--- config.mk ---
export PLATFORM = sky130hd
export DESIGN_NAME = uq_port
export DESIGN_NICKNAME = d
export VERILOG_FILES = /design/src/uq_pkg.sv /design/src/uq_fifo.sv /design/src/uq_nco.sv /design/src/uq_port.sv
export SDC_FILE = /design/constraint.sdc
export NUM_CORES = 2
export LEC_CHECK = 0
export ABC_AREA = 1
export BUFFER_PORTS_ARGS = -buffer_cell sky130_fd_sc_hd__buf_2
export CORE_UTILIZATION = 35
export CTS_CLUSTER_SIZE = 25
export DETAILED_ROUTE_END_ITERATION = 10
export GPL_ROUTABILITY_DRIVEN = 0
export HOLD_SLACK_MARGIN = 0.06
export PLACE_DENSITY = 0.6
export SYNTH_ARGS = -nofsm -noshare
export SYNTH_HDL_FRONTEND = slang
export SYNTH_SLANG_ARGS = --single-unit
--- constraint.sdc ---
create_clock -name clock -period 27 [get_ports clock]
set_input_delay 4.05 -clock clock [delete_from_list [all_inputs] [get_ports clock]]
set_output_delay 4.05 -clock clock [all_outputs]
set_load 0.01 [all_outputs]
--- src/uq_pkg.sv ---
// uq_pkg: shared constants and types for the upconverter input port block.
// assumes one system clock; every count below is in cycles of that clock.
`default_nettype none

package uq_pkg;

    // data widths
    localparam int WORD_W     = 14;
    localparam int PAIR_W     = 2 * WORD_W;
    localparam int FTW_W      = 32;
    localparam int PROD_W     = 2 * WORD_W;
    localparam int SCALE_W    = 8;
    localparam int SCALE_SHR  = 7;
    localparam int FIFO_DEPTH = 8;

    // word clock: half period in system clock cycles (plain default)
    localparam int WCLK_HALF   = 2;
    localparam int WCLK_PERIOD = 2 * WCLK_HALF;
    localparam int DIV_W       = $clog2(WCLK_PERIOD);
    localparam logic [DIV_W-1:0] WCLK_LAST = DIV_W'(WCLK_PERIOD - 1);
    localparam logic [DIV_W-1:0] WCLK_HIGH = DIV_W'(WCLK_HALF);

    // synthesizer lookup: phase bits used and quarter-wave offset for cosine
    localparam int          LUT_BITS = 6;
    localparam logic [5:0]  COS_OFS  = 6'h10;

    // operating modes as written by the control word
    typedef enum logic [1:0] {
        MODE_QUAD = 2'h0,
        MODE_TONE = 2'h1,
        MODE_IDAC = 2'h2
    } uq_mode_e;

    // word phase tracker, one-hot
    typedef enum logic [2:0] {
        PH_IDLE = 3'h1,
        PH_I    = 3'h2,
        PH_Q    = 3'h4
    } uq_phase_e;

    // reset values, and the unity output scale factor
    localparam uq_mode_e          MODE_RST = MODE_QUAD;
    localparam logic [FTW_W-1:0]  FTW_RST  = 32'h0;
    localparam logic [SCALE_W-1:0] SCALE_UNITY = 8'h80;

endpackage : uq_pkg

`default_nettype wire

--- src/uq_fifo.sv ---
// uq_fifo: synchronous first-word-fall-through fifo with valid/ready both sides.
// assumes one clock and synchronous active-high reset; flush empties it at once.
`default_nettype none

module uq_fifo #(
    parameter int W = 28,
    parameter int D = 8
) (
    input  wire logic         clock,
    input  wire logic         rst,
    input  wire logic         flush,
    input  wire logic         in_valid,
    output logic              in_ready,
    input  wire logic [W-1:0] in_data,
    output logic              out_valid,
    input  wire logic         out_ready,
    output logic [W-1:0]      out_data
);

    localparam int AW = $clog2(D);

    typedef struct packed {
        logic [D-1:0][W-1:0] mem;
        logic [AW:0]         wp;
        logic [AW:0]         rp;
    } uq_fifo_s;

    uq_fifo_s s_r;
    uq_fifo_s s_nxt;
    logic     full;
    logic     empty;

    // extra pointer bit tells full from empty when the indices meet
    assign full      = (s_r.wp[AW-1:0] == s_r.rp[AW-1:0]) && (s_r.wp[AW] != s_r.rp[AW]);
    assign empty     = (s_r.wp == s_r.rp);
    assign in_ready  = !full;
    assign out_valid = !empty;
    assign out_data  = s_r.mem[s_r.rp[AW-1:0]];

    // write and read advance independently
    always_comb begin
        s_nxt = s_r;
        if (in_valid && !full) begin
            s_nxt.mem[s_r.wp[AW-1:0]] = in_data;
            s_nxt.wp = s_r.wp + 1'b1;
        end
        if (out_ready && !empty) begin
            s_nxt.rp = s_r.rp + 1'b1;
        end
        if (flush) begin
            s_nxt.wp = '0;
            s_nxt.rp = '0;
        end
    end

    always_ff @(posedge clock) begin
        if (rst) begin
            s_r <= '0;
        end else begin
            s_r <= s_nxt;
        end
    end

endmodule : uq_fifo

`default_nettype wire

--- src/uq_nco.sv ---
// uq_nco: phase accumulator with quarter-wave sine table, cosine and sine out.
// assumes a load pulse carries a new tuning word; outputs lag the phase by one cycle.
`default_nettype none

module uq_nco (
    input  wire logic                       clock,
    input  wire logic                       rst,
    input  wire logic                       enable,
    input  wire logic                       load,
    input  wire logic [uq_pkg::FTW_W-1:0]   ftw_in,
    output logic [uq_pkg::WORD_W-1:0]       cos_out,
    output logic [uq_pkg::WORD_W-1:0]       sin_out
);

    typedef struct packed {
        logic [uq_pkg::FTW_W-1:0]  frequency_tuning_word;
        logic [uq_pkg::FTW_W-1:0]  acc;
        logic [uq_pkg::WORD_W-1:0] cosv;
        logic [uq_pkg::WORD_W-1:0] sinv;
    } uq_nco_s;

    uq_nco_s s_r;
    uq_nco_s s_nxt;

    // quarter-wave magnitude table, half-step offset avoids a zero entry
    function automatic logic [13:0] quarter(input logic [3:0] i);
        unique case (i)
            4'h0: quarter = 14'h0192;
            4'h1: quarter = 14'h04B2;
            4'h2: quarter = 14'h07C6;
            4'h3: quarter = 14'h0AC8;
            4'h4: quarter = 14'h0DAE;
            4'h5: quarter = 14'h1073;
            4'h6: quarter = 14'h130F;
            4'h7: quarter = 14'h157D;
            4'h8: quarter = 14'h17B5;
            4'h9: quarter = 14'h19B3;
            4'hA: quarter = 14'h1B72;
            4'hB: quarter = 14'h1CED;
            4'hC: quarter = 14'h1E20;
            4'hD: quarter = 14'h1F0A;
            4'hE: quarter = 14'h1FA6;
            4'hF: quarter = 14'h1FF5;
        endcase
    endfunction : quarter

    // full wave from quadrant folding
    function automatic logic [13:0] sine(input logic [5:0] p);
        logic [13:0] m;
        m = p[4] ? quarter(~p[3:0]) : quarter(p[3:0]);
        sine = p[5] ? 14'(-m) : m;
    endfunction : sine

    always_comb begin
        s_nxt = s_r;
        if (load) begin
            s_nxt.frequency_tuning_word = ftw_in;
            s_nxt.acc = '0;           // synthesis restarts from phase zero
        end else if (enable) begin
            s_nxt.acc = s_r.acc + s_r.frequency_tuning_word;
        end else begin
            s_nxt.acc = '0;
        end
        s_nxt.sinv = sine(s_r.acc[uq_pkg::FTW_W-1 -: uq_pkg::LUT_BITS]);
        s_nxt.cosv = sine(s_r.acc[uq_pkg::FTW_W-1 -: uq_pkg::LUT_BITS] + uq_pkg::COS_OFS);
    end

    always_ff @(posedge clock) begin
        if (rst) begin
            s_r      <= '0;
            s_r.frequency_tuning_word  <= uq_pkg::FTW_RST;
        end else begin
            s_r <= s_nxt;
        end
    end

    assign cos_out = s_r.cosv;
    assign sin_out = s_r.sinv;

endmodule : uq_nco

`default_nettype wire

--- src/uq_port.sv ---
// uq_port: parallel input port, word assembler and mode control of the upconverter.
// assumes all inputs are synchronous to clock (the internal system clock) and that
// mode, qualify bit, scale and profile tuning words come from a control register
// outside this block.
//
// Function
// - three modes, quadrature modulation, single tone, interpolating dac; quadrature after reset.
// - mode comes from control word; output scaling acts in every mode.
// - in quadrature mode the shared pin is driven out as the word clock.
// - word clock at twice path rate; alternating i and q words form one sample.
// - interleaved words are split into i and q paths, pair rate half word rate.
// - words in quadrature and dac modes are 14-bit two's complement.
// - i times cosine plus q times sine forms the modulated stream.
// - single tone disables data paths; shared pin becomes update strobe input.
// - single tone outputs synthesizer cosine at the active profile frequency.
// - update strobe rising edge loads selected profile tuning word into accumulator.
// - profile select change applies its tuning word without an update strobe.
// - dac mode disables synthesizer, modulator and q path; i passes at baseband.
// - in dac mode every word clock rising edge captures one word into i.
// - word clock runs continuously, optionally gated by multiplier lock indication; here a full fifo also holds it low.
// - quadrature mode with transmit gate low ignores input and flushes zeros.
// - after gate rises, capture i, then q, alternating until gate falls.
// - system clock is reference direct or multiplied; all timing derives from it.
`default_nettype none

module uq_port (
    input  wire logic                         clock,
    input  wire logic                         rst,
    input  wire logic [1:0]                   mode_sel,
    input  wire logic                         lock_qualify,
    input  wire logic                         pll_locked,
    input  wire logic                         transmit_gate,
    input  wire logic [uq_pkg::WORD_W-1:0]    data_word,
    input  wire logic                         word_pin_in,
    output logic                              word_pin_out,
    output logic                              word_pin_oe,
    input  wire logic                         profile_select_bit0,
    input  wire logic                         profile_select_bit1,
    input  wire logic [uq_pkg::FTW_W-1:0]     ftw_profile0,
    input  wire logic [uq_pkg::FTW_W-1:0]     ftw_profile1,
    input  wire logic [uq_pkg::FTW_W-1:0]     ftw_profile2,
    input  wire logic [uq_pkg::FTW_W-1:0]     ftw_profile3,
    input  wire logic [uq_pkg::SCALE_W-1:0]   out_scale,
    input  wire logic                         sample_ready,
    output logic [uq_pkg::WORD_W-1:0]         mod_sample,
    output logic                              mod_valid,
    output logic [1:0]                        mode_active
);

    typedef struct packed {
        uq_pkg::uq_mode_e           mode;
        logic [uq_pkg::DIV_W-1:0]   div;
        logic                       wclk;
        logic                       oe;
        uq_pkg::uq_phase_e          phase;
        logic                       tx_prev;
        logic                       flush_tog;
        logic [uq_pkg::WORD_W-1:0]  i_hold;
        logic [1:0]                 prof_prev;
        logic                       load_pend;
        logic                       upd_prev;
        logic                       ftw_load;
        logic [uq_pkg::FTW_W-1:0]   ftw_sel;
        logic [uq_pkg::WORD_W-1:0]  out;
        logic                       out_v;
    } uq_port_s;

    uq_port_s s_r;
    uq_port_s s_nxt;

    // fifo and synthesizer hookup
    logic                          push;
    logic [uq_pkg::PAIR_W-1:0]     push_data;
    logic                          fifo_in_ready;
    logic                          fifo_out_valid;
    logic                          pop;
    logic [uq_pkg::PAIR_W-1:0]     fifo_out_data;
    logic [uq_pkg::WORD_W-1:0]     cos_w;
    logic [uq_pkg::WORD_W-1:0]     sin_w;

    // per-cycle working values of the combinational process
    logic                          run;
    logic                          strobe;
    logic                          upd_rise;
    logic [1:0]                    prof;
    uq_pkg::uq_phase_e             ph;
    logic [uq_pkg::PROD_W:0]       mix;

    // signed 14 x 14 product, full width
    function automatic logic [uq_pkg::PROD_W-1:0] prod(
        input logic [uq_pkg::WORD_W-1:0] a,
        input logic [uq_pkg::WORD_W-1:0] b
    );
        prod = uq_pkg::PROD_W'($signed(a) * $signed(b));
    endfunction : prod

    // output scale: unsigned 1.7 factor with saturation instead of wrap
    function automatic logic [uq_pkg::WORD_W-1:0] scale_word(
        input logic [uq_pkg::WORD_W-1:0]  v,
        input logic [uq_pkg::SCALE_W-1:0] k
    );
        logic signed [22:0] p;
        p = 23'($signed(v) * $signed({1'b0, k}));
        if (p[22:20] == 3'h0 || p[22:20] == 3'h7) begin
            scale_word = p[20:7];
        end else begin
            scale_word = p[22] ? 14'h2000 : 14'h1FFF;
        end
    endfunction : scale_word

    // illegal mode code falls back to quadrature
    function automatic uq_pkg::uq_mode_e mode_decode(input logic [1:0] m);
        unique case (m)
            2'h1:    mode_decode = uq_pkg::MODE_TONE;
            2'h2:    mode_decode = uq_pkg::MODE_IDAC;
            default: mode_decode = uq_pkg::MODE_QUAD;
        endcase
    endfunction : mode_decode

    // pairs of {i, q}; back-pressure stalls the word clock, not the data
    uq_fifo #(
        .W (uq_pkg::PAIR_W),
        .D (uq_pkg::FIFO_DEPTH)
    ) u_fifo (
        .clock     (clock),
        .rst       (rst),
        .flush     (s_r.mode == uq_pkg::MODE_TONE),
        .in_valid  (push),
        .in_ready  (fifo_in_ready),
        .in_data   (push_data),
        .out_valid (fifo_out_valid),
        .out_ready (pop),
        .out_data  (fifo_out_data)
    );

    // synthesizer is held idle in dac mode
    uq_nco u_nco (
        .clock   (clock),
        .rst     (rst),
        .enable  (s_r.mode != uq_pkg::MODE_IDAC),
        .load    (s_r.ftw_load),
        .ftw_in  (s_r.ftw_sel),
        .cos_out (cos_w),
        .sin_out (sin_w)
    );

    // whole next state in one pass: word clock, capture, tuning, output
    always_comb begin
        s_nxt      = s_r;
        push       = 1'b0;
        push_data  = '0;
        pop        = 1'b0;
        strobe     = 1'b0;
        mix        = '0;
        ph         = s_r.phase;
        s_nxt.ftw_load = 1'b0;
        s_nxt.mode = mode_decode(mode_sel);

        // word clock: pin driven unless single tone
        s_nxt.oe = (s_r.mode != uq_pkg::MODE_TONE);
        run = (s_r.mode != uq_pkg::MODE_TONE)
              && (!lock_qualify || pll_locked);

        // divider off the system clock; a full fifo holds the clock low
        // so the source never presents a word we cannot keep
        if (!run) begin
            s_nxt.div  = uq_pkg::WCLK_LAST;
            s_nxt.wclk = 1'b0;
        end else if (s_r.div == uq_pkg::WCLK_LAST) begin
            if (fifo_in_ready) begin
                strobe     = 1'b1;
                s_nxt.div  = '0;
                s_nxt.wclk = 1'b1;
            end else begin
                s_nxt.wclk = 1'b0;
            end
        end else begin
            s_nxt.div  = s_r.div + 1'b1;
            s_nxt.wclk = (s_nxt.div < uq_pkg::WCLK_HIGH);
        end

        // capture coincides with the rising edge the pin shows next cycle
        if (strobe) begin
            unique case (s_r.mode)
                uq_pkg::MODE_QUAD: begin
                    s_nxt.tx_prev = transmit_gate;
                    if (!transmit_gate) begin
                        // input ignored, zero pairs at pair rate
                        s_nxt.phase     = uq_pkg::PH_IDLE;
                        s_nxt.flush_tog = ~s_r.flush_tog;
                        push            = s_r.flush_tog;
                        push_data       = '0;
                    end else begin
                        if (!s_r.tx_prev) begin
                            ph = uq_pkg::PH_IDLE;
                        end
                        unique case (ph)
                            uq_pkg::PH_IDLE, uq_pkg::PH_I: begin
                                s_nxt.i_hold = data_word;
                                s_nxt.phase  = uq_pkg::PH_Q;
                            end
                            uq_pkg::PH_Q: begin
                                push        = 1'b1;
                                push_data   = {s_r.i_hold, data_word};
                                s_nxt.phase = uq_pkg::PH_I;
                            end
                        endcase
                    end
                end
                uq_pkg::MODE_IDAC: begin
                    // every edge is an i word; q half of the pair stays zero
                    s_nxt.tx_prev = 1'b0;
                    s_nxt.phase   = uq_pkg::PH_IDLE;
                    push          = 1'b1;
                    push_data     = {data_word, uq_pkg::WORD_W'(0)};
                end
                uq_pkg::MODE_TONE: begin
                    s_nxt.tx_prev = 1'b0;
                end
            endcase
        end
        if (s_r.mode == uq_pkg::MODE_TONE) begin
            s_nxt.tx_prev = 1'b0;
            s_nxt.phase   = uq_pkg::PH_IDLE;
        end

        // tuning word selection: profile change or update strobe edge
        prof            = {profile_select_bit1, profile_select_bit0};
        s_nxt.prof_prev = prof;
        s_nxt.upd_prev  = (s_r.mode == uq_pkg::MODE_TONE) && word_pin_in;
        upd_rise        = (s_r.mode == uq_pkg::MODE_TONE) && word_pin_in && !s_r.upd_prev;
        if (upd_rise || prof != s_r.prof_prev || s_r.load_pend) begin
            s_nxt.ftw_load  = 1'b1;
            s_nxt.load_pend = 1'b0;
            unique case (prof)
                2'h0: s_nxt.ftw_sel = ftw_profile0;
                2'h1: s_nxt.ftw_sel = ftw_profile1;
                2'h2: s_nxt.ftw_sel = ftw_profile2;
                2'h3: s_nxt.ftw_sel = ftw_profile3;
            endcase
        end

        // output stage holds its word until downstream takes it
        if (s_r.out_v && sample_ready) begin
            s_nxt.out_v = 1'b0;
        end
        if (!s_r.out_v || sample_ready) begin
            unique case (s_r.mode)
                uq_pkg::MODE_QUAD: begin
                    if (fifo_out_valid) begin
                        pop = 1'b1;
                        // sum halved so |i cos + q sin| cannot wrap
                        mix = {prod(fifo_out_data[27:14], cos_w)[27],
                               prod(fifo_out_data[27:14], cos_w)}
                            + {prod(fifo_out_data[13:0], sin_w)[27],
                               prod(fifo_out_data[13:0], sin_w)};
                        s_nxt.out   = scale_word(mix[27:14], out_scale);
                        s_nxt.out_v = 1'b1;
                    end
                end
                uq_pkg::MODE_TONE: begin
                    s_nxt.out   = scale_word(cos_w, out_scale);
                    s_nxt.out_v = 1'b1;
                end
                uq_pkg::MODE_IDAC: begin
                    if (fifo_out_valid) begin
                        pop = 1'b1;
                        // baseband pass, q half discarded
                        s_nxt.out   = scale_word(fifo_out_data[27:14], out_scale);
                        s_nxt.out_v = 1'b1;
                    end
                end
            endcase
        end
    end

    always_ff @(posedge clock) begin
        if (rst) begin
            s_r           <= '0;
            s_r.mode      <= uq_pkg::MODE_RST;
            s_r.div       <= uq_pkg::WCLK_LAST;
            s_r.phase     <= uq_pkg::PH_IDLE;
            s_r.ftw_sel   <= uq_pkg::FTW_RST;
            s_r.load_pend <= 1'b1;
        end else begin
            s_r <= s_nxt;
        end
    end

    // every output straight from the state register
    assign word_pin_out = s_r.wclk;
    assign word_pin_oe  = s_r.oe;
    assign mod_sample   = s_r.out;
    assign mod_valid    = s_r.out_v;
    assign mode_active  = s_r.mode;

endmodule : uq_port

`default_nettype wire

-- Word level (Yosys, flattened, before mapping)
Memory sizes are Yosys's and may differ from the RTL's. A register that Yosys moved wholly into a read port is not among the register bits.
Cells that the tools add are included.
- register bits: 401
- memory bits (read-only): 832
- input bits: 161
- output and inout port bits: 19
- word-level logic and storage cells: 163
- memories kept: 4
- memory list (memory ; words ; width ; read ports ; clocked after Yosys merged registers in ; write ports ; line ; text):
    (name not given) ; 16 ; 13 ; 1 ; 0 ; 0 ; uq_nco.sv:27 ; unique case (i)
    (name not given) ; 16 ; 13 ; 1 ; 1 ; 0 ; uq_nco.sv:27 ;
    (name not given) ; 16 ; 13 ; 1 ; 0 ; 0 ; uq_nco.sv:27 ;
    (name not given) ; 16 ; 13 ; 1 ; 0 ; 0 ; uq_nco.sv:27 ;
- add/subtract/negate cells: 8
- $mul: 5
- magnitude comparators: 4
- equal/unequal tests: 23
- muxes and demuxes: 48
- bitwise gates (word level): 6
- reduce and logical (&&, ||, !) cells: 36
- operators by type and width (kind ; number):
    bitwise mux 224 bit ; 1
    two-way mux 14 bit ; 10
    two-way mux 28 bit ; 5
    case mux 32 bit (4 select lines) ; 1
    binary-select mux 28 bit (select 3 bit) ; 1
    demux 28 bit (select 3 bit) ; 1
    multiplier 14 x 9 -> 23 bit ; 3
    multiplier 14 x 14 -> 28 bit ; 2
    case mux 28 bit (2 select lines) ; 1
    case mux 15 bit (3 select lines) ; 1
    two-way mux 33 bit ; 1
    adder 32 bit ; 1
    two-way mux 15 bit ; 2
    adder 28 bit ; 1
    negator 14 bit ; 2
    two-way mux 3 bit ; 6
    equality test 3 bit, second input constant ; 4
    case mux 3 bit (2 select lines) ; 2
    two-way mux 1 bit ; 11
    equality test 2 bit, second input constant ; 5
    OR reduction 2 bit ; 5
    logical NOT 3 bit ; 3
    adder 4 x 1 -> 4 bit, second input constant ; 2
    logical AND 1 bit ; 8
    other kinds (28) ; 51

-- Logic depth before layout (Yosys ltp)
- word-level depth: 12
- gate-level depth with buffers: 62
- depth with buffers taken out: 58

-- Hierarchy
Synthesis repeated with hierarchy kept, for this count alone.
- cells, all modules: 7327
- area, all modules: 52391.5 µm²
- by module, submodules not included (module ; times used ; cells an instance ; area each (µm²) ; seq. area each (µm²)):
    uq_port ; 1 ; 4091 ; 32107.0 ; 1541.5
    uq_fifo ; 1 ; 2154 ; 13319.0 ; 4644.5
    uq_nco ; 1 ; 1082 ; 6965.4 ; 2102.0

-- Worst setup path before layout
No wires, ideal clock.
- path type: register to register
- start point: register u_fifo.s_r[0] (netlist bit)
- end point: register s_r (netlist bit mod_sample[2])
- setup time: 66 ps
- data arrival time: 12248 ps
- data required time: 26934 ps
- path slack: 14686 ps
- cell stages (with the launch flop): 53
- buffers on the path: 5
- period minus slack after synthesis: 12314 ps
- path through: dfxtp_1 buf_4 clkbuf_1 buf_1 o21ai_0 nand3_1 nand2_1 nor2_1 inv_1 fa_1 fa_1 inv_1 fa_1 fa_1 fa_1 fa_1 fa_1 inv_1 [... 17 more ...] fa_1 fa_1 inv_1 fa_1 inv_1 ha_1 clkbuf_1 nand2_1 o21ai_0 a21oi_1 o21ai_0 o21bai_4 xor2_2 inv_2 a21boi_2 buf_6 nand2_1 a21oi_2
- word-level cells in the longest chain between the ends: 10
- elaborated cells between the ends (all ways): 24
- those cells by class: 1 x add/sub; 4 x mul; 5 x eq/ne; 9 x mux; 5 x reduce/logical
- RTL lines (what ; line ; text):
    start: declaration ; uq_fifo.sv:28 ; uq_fifo_s s_r;
    start signal: assignment ; uq_fifo.sv:60 ; s_r <= s_nxt;
    binary-select mux 28 bit (select 3 bit) ; uq_fifo.sv:38 ; assign out_data = s_r.mem[s_r.rp[AW-1:0]];
    two-way mux 28 bit (not written as such) ; uq_fifo.sv:38 ;
    multiplier 14 x 14 -> 28 bit ; uq_port.sv:94 ; prod = uq_pkg::PROD_W'($signed(a) * $signed(b));
    adder 28 bit ; uq_port.sv:255 ; + {prod(fifo_out_data[13:0], sin_w)[27],
    multiplier 14 x 9 -> 23 bit ; uq_port.sv:103 ; p = 23'($signed(v) * $signed({1'b0, k}));
    equality test 3 bit / logical NOT 3 bit (equally long branches) ; uq_port.sv:104 ; if (p[22:20] == 3'h0 || p[22:20] == 3'h7) begin
    logical OR 1 bit ; uq_port.sv:104 ;
    two-way mux 14 bit ; uq_port.sv:104 ;
    two-way mux 15 bit ; uq_port.sv:250 ; if (fifo_out_valid) begin
    case mux 15 bit (3 select lines) ; uq_port.sv:248 ; unique case (s_r.mode)
    end signal: assignment ; uq_port.sv:286 ; s_r <= s_nxt;
    end: declaration ; uq_port.sv:68 ; uq_port_s s_r;
Several ways; a longest one is shown, not always the timed one. The select of a mux whose other input is x is not followed.
A chain may end at the register's enable or synchronous reset.

-- Worst setup path after layout
- start point: register u_fifo.s_r[0] (netlist bit)
- end point: register s_r (netlist bit mod_sample[3])
The elaborated chain is that of the path after synthesis.

==> results_tabular.tex <==
\begin{tabular}{lr}
\hline
Metric & Value \\
\hline
\multicolumn{2}{l}{\textbf{Cells and area}} \\
\quad Fraction of the core area covered by cells at the end of the flow & 0.3828 \\
\quad Share of layout cells above drive strength 1 & 0.06073 \\
\quad Register Area & 8293 µm² \\
\quad Number of filler instances in the final layout & 13850 \\
\quad Layout Nets & 7214 \\
\quad Area growth syn-to-layout & 8.034\% \\
\quad Area taken by multi-input logic gates & 32480 µm² \\
\quad Highest-count cells in the layout ignoring fill and taps & inv\_1, nand2\_1, fa\_1, a21oi\_1, nor2\_1 \\
\quad Post-Layout Cell Count & 7831 \\
\quad Most common library cell in the layout ignoring fill and taps & inv\_1 \\
\quad Number of antenna repair diodes & 0 \\
\multicolumn{2}{l}{\textbf{Clocking}} \\
\quad Worst-skew pair later-pin latency & 620 ps \\
\quad Post-cts gate resize count & 0 \\
\quad CTS Root Cell & clkbuf\_16 \\
\quad H-tree levels & 2 \\
\quad Post CTS Setup Buffer Count & 0 \\
\quad Maximum buffer depth of the clock tree & 3 \\
\quad Clock Sink Count & 414 \\
\quad CTS buffer count & 45 \\
\quad Number of buffers inserted by hold repair at cts & 0 \\
\quad Clock slew at reported path FFs & 60 ps \\
\quad Clock tree from TritonCTS & built \\
\multicolumn{2}{l}{\textbf{Critical path}} \\
\quad Slack of the worst reg-to-reg path & 12630 ps \\
\quad Number of buffers and inverters on the critical path & 11 \\
\quad Worst setup endpoint & mod\_sample[3]\$\_SDFFE\_PP0P\_ \\
\quad Endpoint of the most critical register-to-register path & mod\_sample[3]\$\_SDFFE\_PP0P\_ \\
\quad Startpoint of the most critical register-to-register path & u\_fifo.s\_r[0]\$\_SDFFE\_PP0P\_ \\
\quad Kind of cell with the highest combined delay on the critical path & adder cells \\
\quad Worst Path Required & 27550 ps \\
\quad Startpoint type of the worst setup path & register \\
\quad Path type of the worst setup path & register to register \\
\quad Critical path launch point & u\_fifo.s\_r[0]\$\_SDFFE\_PP0P\_ \\
\quad Worst Setup End Kind & register \\
\quad Number of cells on the critical path & 50 \\
\quad Slowest Stage Delay on Critical Path & 750 ps \\
\quad Slowest cell on the critical path & fa\_1 \\
\quad Largest fanout of any net on the critical path & 81 \\
\quad Crit path top cell by count & fa\_1 \\
\quad Arrival time worst endpoint & 14930 ps \\
\quad Cell depth of the worst flop-to-flop path & 50 \\
\multicolumn{2}{l}{\textbf{Global routing}} \\
\quad Number of antenna violations at the first check in global routing & 0 \\
\quad Maximum number of pins on one net before global-route repair & 117 \\
\quad Global-route wire length before repair & 209400 µm \\
\quad Vias in the first global route & 39240 \\
\quad Total global routing track utilization & 0.1917 \\
\quad GRT overflow & 0 \\
\multicolumn{2}{l}{\textbf{STA}} \\
\quad Fin Setup TNS & 0 ps \\
\quad Setup repair after global routing missed its margin & no \\
\quad Slew of the pin with the lowest slew margin & 1225 ps \\
\quad Final setup violating endpoints & 0 \\
\quad Fin crit share & 0.5323 \\
\quad Final hold violation count & 0 \\
\quad Setup WS post-layout & 12630 ps \\
\quad Final Max Slew Viols & 0 \\
\quad Normalized max-slew margin & 0.1825 \\
\quad Highest clock frequency the design can meet & 0.06958 GHz \\
\quad Post-Route Skew & 49.80 ps \\
\quad Time the worst path needs with I/O delays and setup & 14370 ps \\
\multicolumn{2}{l}{\textbf{Detailed routing}} \\
\quad 1st-pass router iterations & 6 \\
\quad Count of nets left with antenna violations after detail routing & 0 \\
\quad Vias/cell & 4.970 \\
\quad Total wire length after detailed routing & 127800 µm \\
\quad Routed via count & 38920 \\
\quad 1st-iter DRT viols & 2677 \\
\quad DRC violation count after routing & 0 \\
\quad Wire per inst & 16.32 µm \\
\multicolumn{2}{l}{\textbf{Floorplanning}} \\
\quad Vert. Die Dim & 367.7 µm \\
\quad Effective utilization at floorplan & 0.3543 \\
\quad Cell row count & 133 \\
\quad I/O pin cnt & 180 \\
\quad CORE AREA & 132100 µm² \\
\quad Die area & 135200 µm² \\
\quad Die extent in x & 367.7 µm \\
\multicolumn{2}{l}{\textbf{Yosys}} \\
\quad Number of register bits inferred by synthesis & 414 \\
\quad Synth top area share & 0.3015 \\
\quad Async set-reset flop share out of synthesis & 0 \\
\quad Count of flip-flops with a built-in enable after synthesis & 0 \\
\quad Syn Nets & 7233 \\
\quad Dominant synthesized flop cell & dfxtp\_1 \\
\quad Library cell with the largest summed area after synthesis & fa\_1 \\
\quad Cell Area, Synth & 46820 µm² \\
\quad Post-Syn Instances & 6061 \\
\quad Number of warnings printed during yosys synthesis & 0 \\
\quad Main area contributors after synthesis & fa\_1, dfxtp\_1, inv\_1, ha\_1, nand2\_1 \\
\quad Register area share after synthesis & 0.1770 \\
\quad Avg Synthesized Cell Area & 7.724 µm² \\
\quad Number of library cell types mapped by synthesis & 63 \\
\multicolumn{2}{l}{\textbf{Placement}} \\
\quad Count of buffers from port buffering & 179 \\
\quad Pre-CTS setup slack & 12740 ps \\
\quad Cell Count Post-Placement & 7750 \\
\quad Detailed Place HPWL & 99070 µm \\
\multicolumn{2}{l}{\textbf{Worst hold path}} \\
\quad Class of the worst hold path & register to register \\
\multicolumn{2}{l}{\textbf{Flow run}} \\
\quad Max-cap violations & 0 \\
\multicolumn{2}{l}{\textbf{Status}} \\
\quad Outcome & finished, final reports clean \\
\hline
\end{tabular}
[state kept, by name (all words and copies together) (netlist names), 2 cells and up, named ones only]
signal and count:
u_fifo.s_r 232, u_nco.s_r 64, s_r 58, mod_sample 14, u_nco.cos_out 14, u_nco.sin_out 14, mode_active 2
[tightest hold or removal path: cells and delay by family (launching register included)]
family	cells	cell delay [ps]
AOI/OAI and AO/OA	1	50
buffers and inverters	1	40
DFF	1	300
[Yosys cell counts, types with 4 or more instances]
library cell / n
a211oi_1: 9
a21o_1: 9
a21oi_1: 584
a221oi_1: 32
a31oi_1: 6
a32o_1: 14
and3_1: 4
buf_1: 24
buf_2: 7
buf_4: 22
buf_6: 5
clkbuf_1: 239
clkinv_1: 14
dfxtp_1: 414
fa_1: 705
ha_1: 306
inv_1: 1262
inv_2: 10
nand2_1: 922
nand2_2: 16
nand3_1: 178
nand3_2: 5
nand4_1: 19
nor2_1: 507
nor3_1: 36
nor4_1: 7
o211ai_1: 12
o21a_1: 21
o21ai_0: 492
o21ai_1: 12
o221ai_1: 4
o22ai_1: 5
o31ai_1: 4
or2_2: 11
xnor2_1: 50
xor2_1: 48
[cells by family (layout without fill, tap and decap cells)]
logic type | after synthesis | after routing | share of synthesized area
simple gates | 1720 | 1720 | 0.1490
buf+inv | 1583 | 1598 | 0.1297
compound gates | 1233 | 1233 | 0.1420
fa+ha+maj | 1011 | 1011 | 0.3832
flops | 414 | 414 | 0.1770
xor+xnor | 100 | 100 | 0.01903
[layer usage]
layer / track usage / vias to the layer above / wire length, µm
li1: - / 18660 / -
met1: 0.2556 / 19030 / 55680
met2: 0.3263 / 1089 / 61110
met3: 0.02350 / 140 / 7580
met4: 0.05187 / 0 / 3403
met5: 0 / - / 0
[through the flow]
stage               hold slack (ps)  area [µm²]
floorplan                     420.5       46820
global placement              429.0       49090
global route                  454.0       50580
detailed placement            433.5       49090
CTS                           442.9       50580
finish                        440.1       50580
[worst min-delay path by stage]
stage               slack (ps)                         start                      endpoint  cells after the start
floorplan                  420  u_fifo.s_r[100]$_SDFFE_PP0P_  u_fifo.s_r[100]$_SDFFE_PP0P_                      2
global placement           430   u_fifo.s_r[26]$_SDFFE_PP0P_   u_fifo.s_r[26]$_SDFFE_PP0P_                      2
detailed placement         430   u_fifo.s_r[23]$_SDFFE_PP0P_   u_fifo.s_r[23]$_SDFFE_PP0P_                      2
CTS                        440  u_fifo.s_r[127]$_SDFFE_PP0P_  u_fifo.s_r[127]$_SDFFE_PP0P_                      2
global route               450  u_fifo.s_r[118]$_SDFFE_PP0P_  u_fifo.s_r[118]$_SDFFE_PP0P_                      2
finish                     440   u_fifo.s_r[26]$_SDFFE_PP0P_   u_fifo.s_r[26]$_SDFFE_PP0P_                      2
[cell type report]
class / instances / area share
clock buffers: 71 / 0.02657
clock inverters: 10 / 0.002894
inverters: 1286 / 0.09556
multi-input cells: 4064 / 0.6422
flip-flops and latches: 414 / 0.1640
well taps: 1755 / 0.04342
repair buffers: 231 / 0.02543
Power is left out: the tool's default activity adds up to more than one toggle a clock period on the data nets, which glitch-free logic cannot reach.
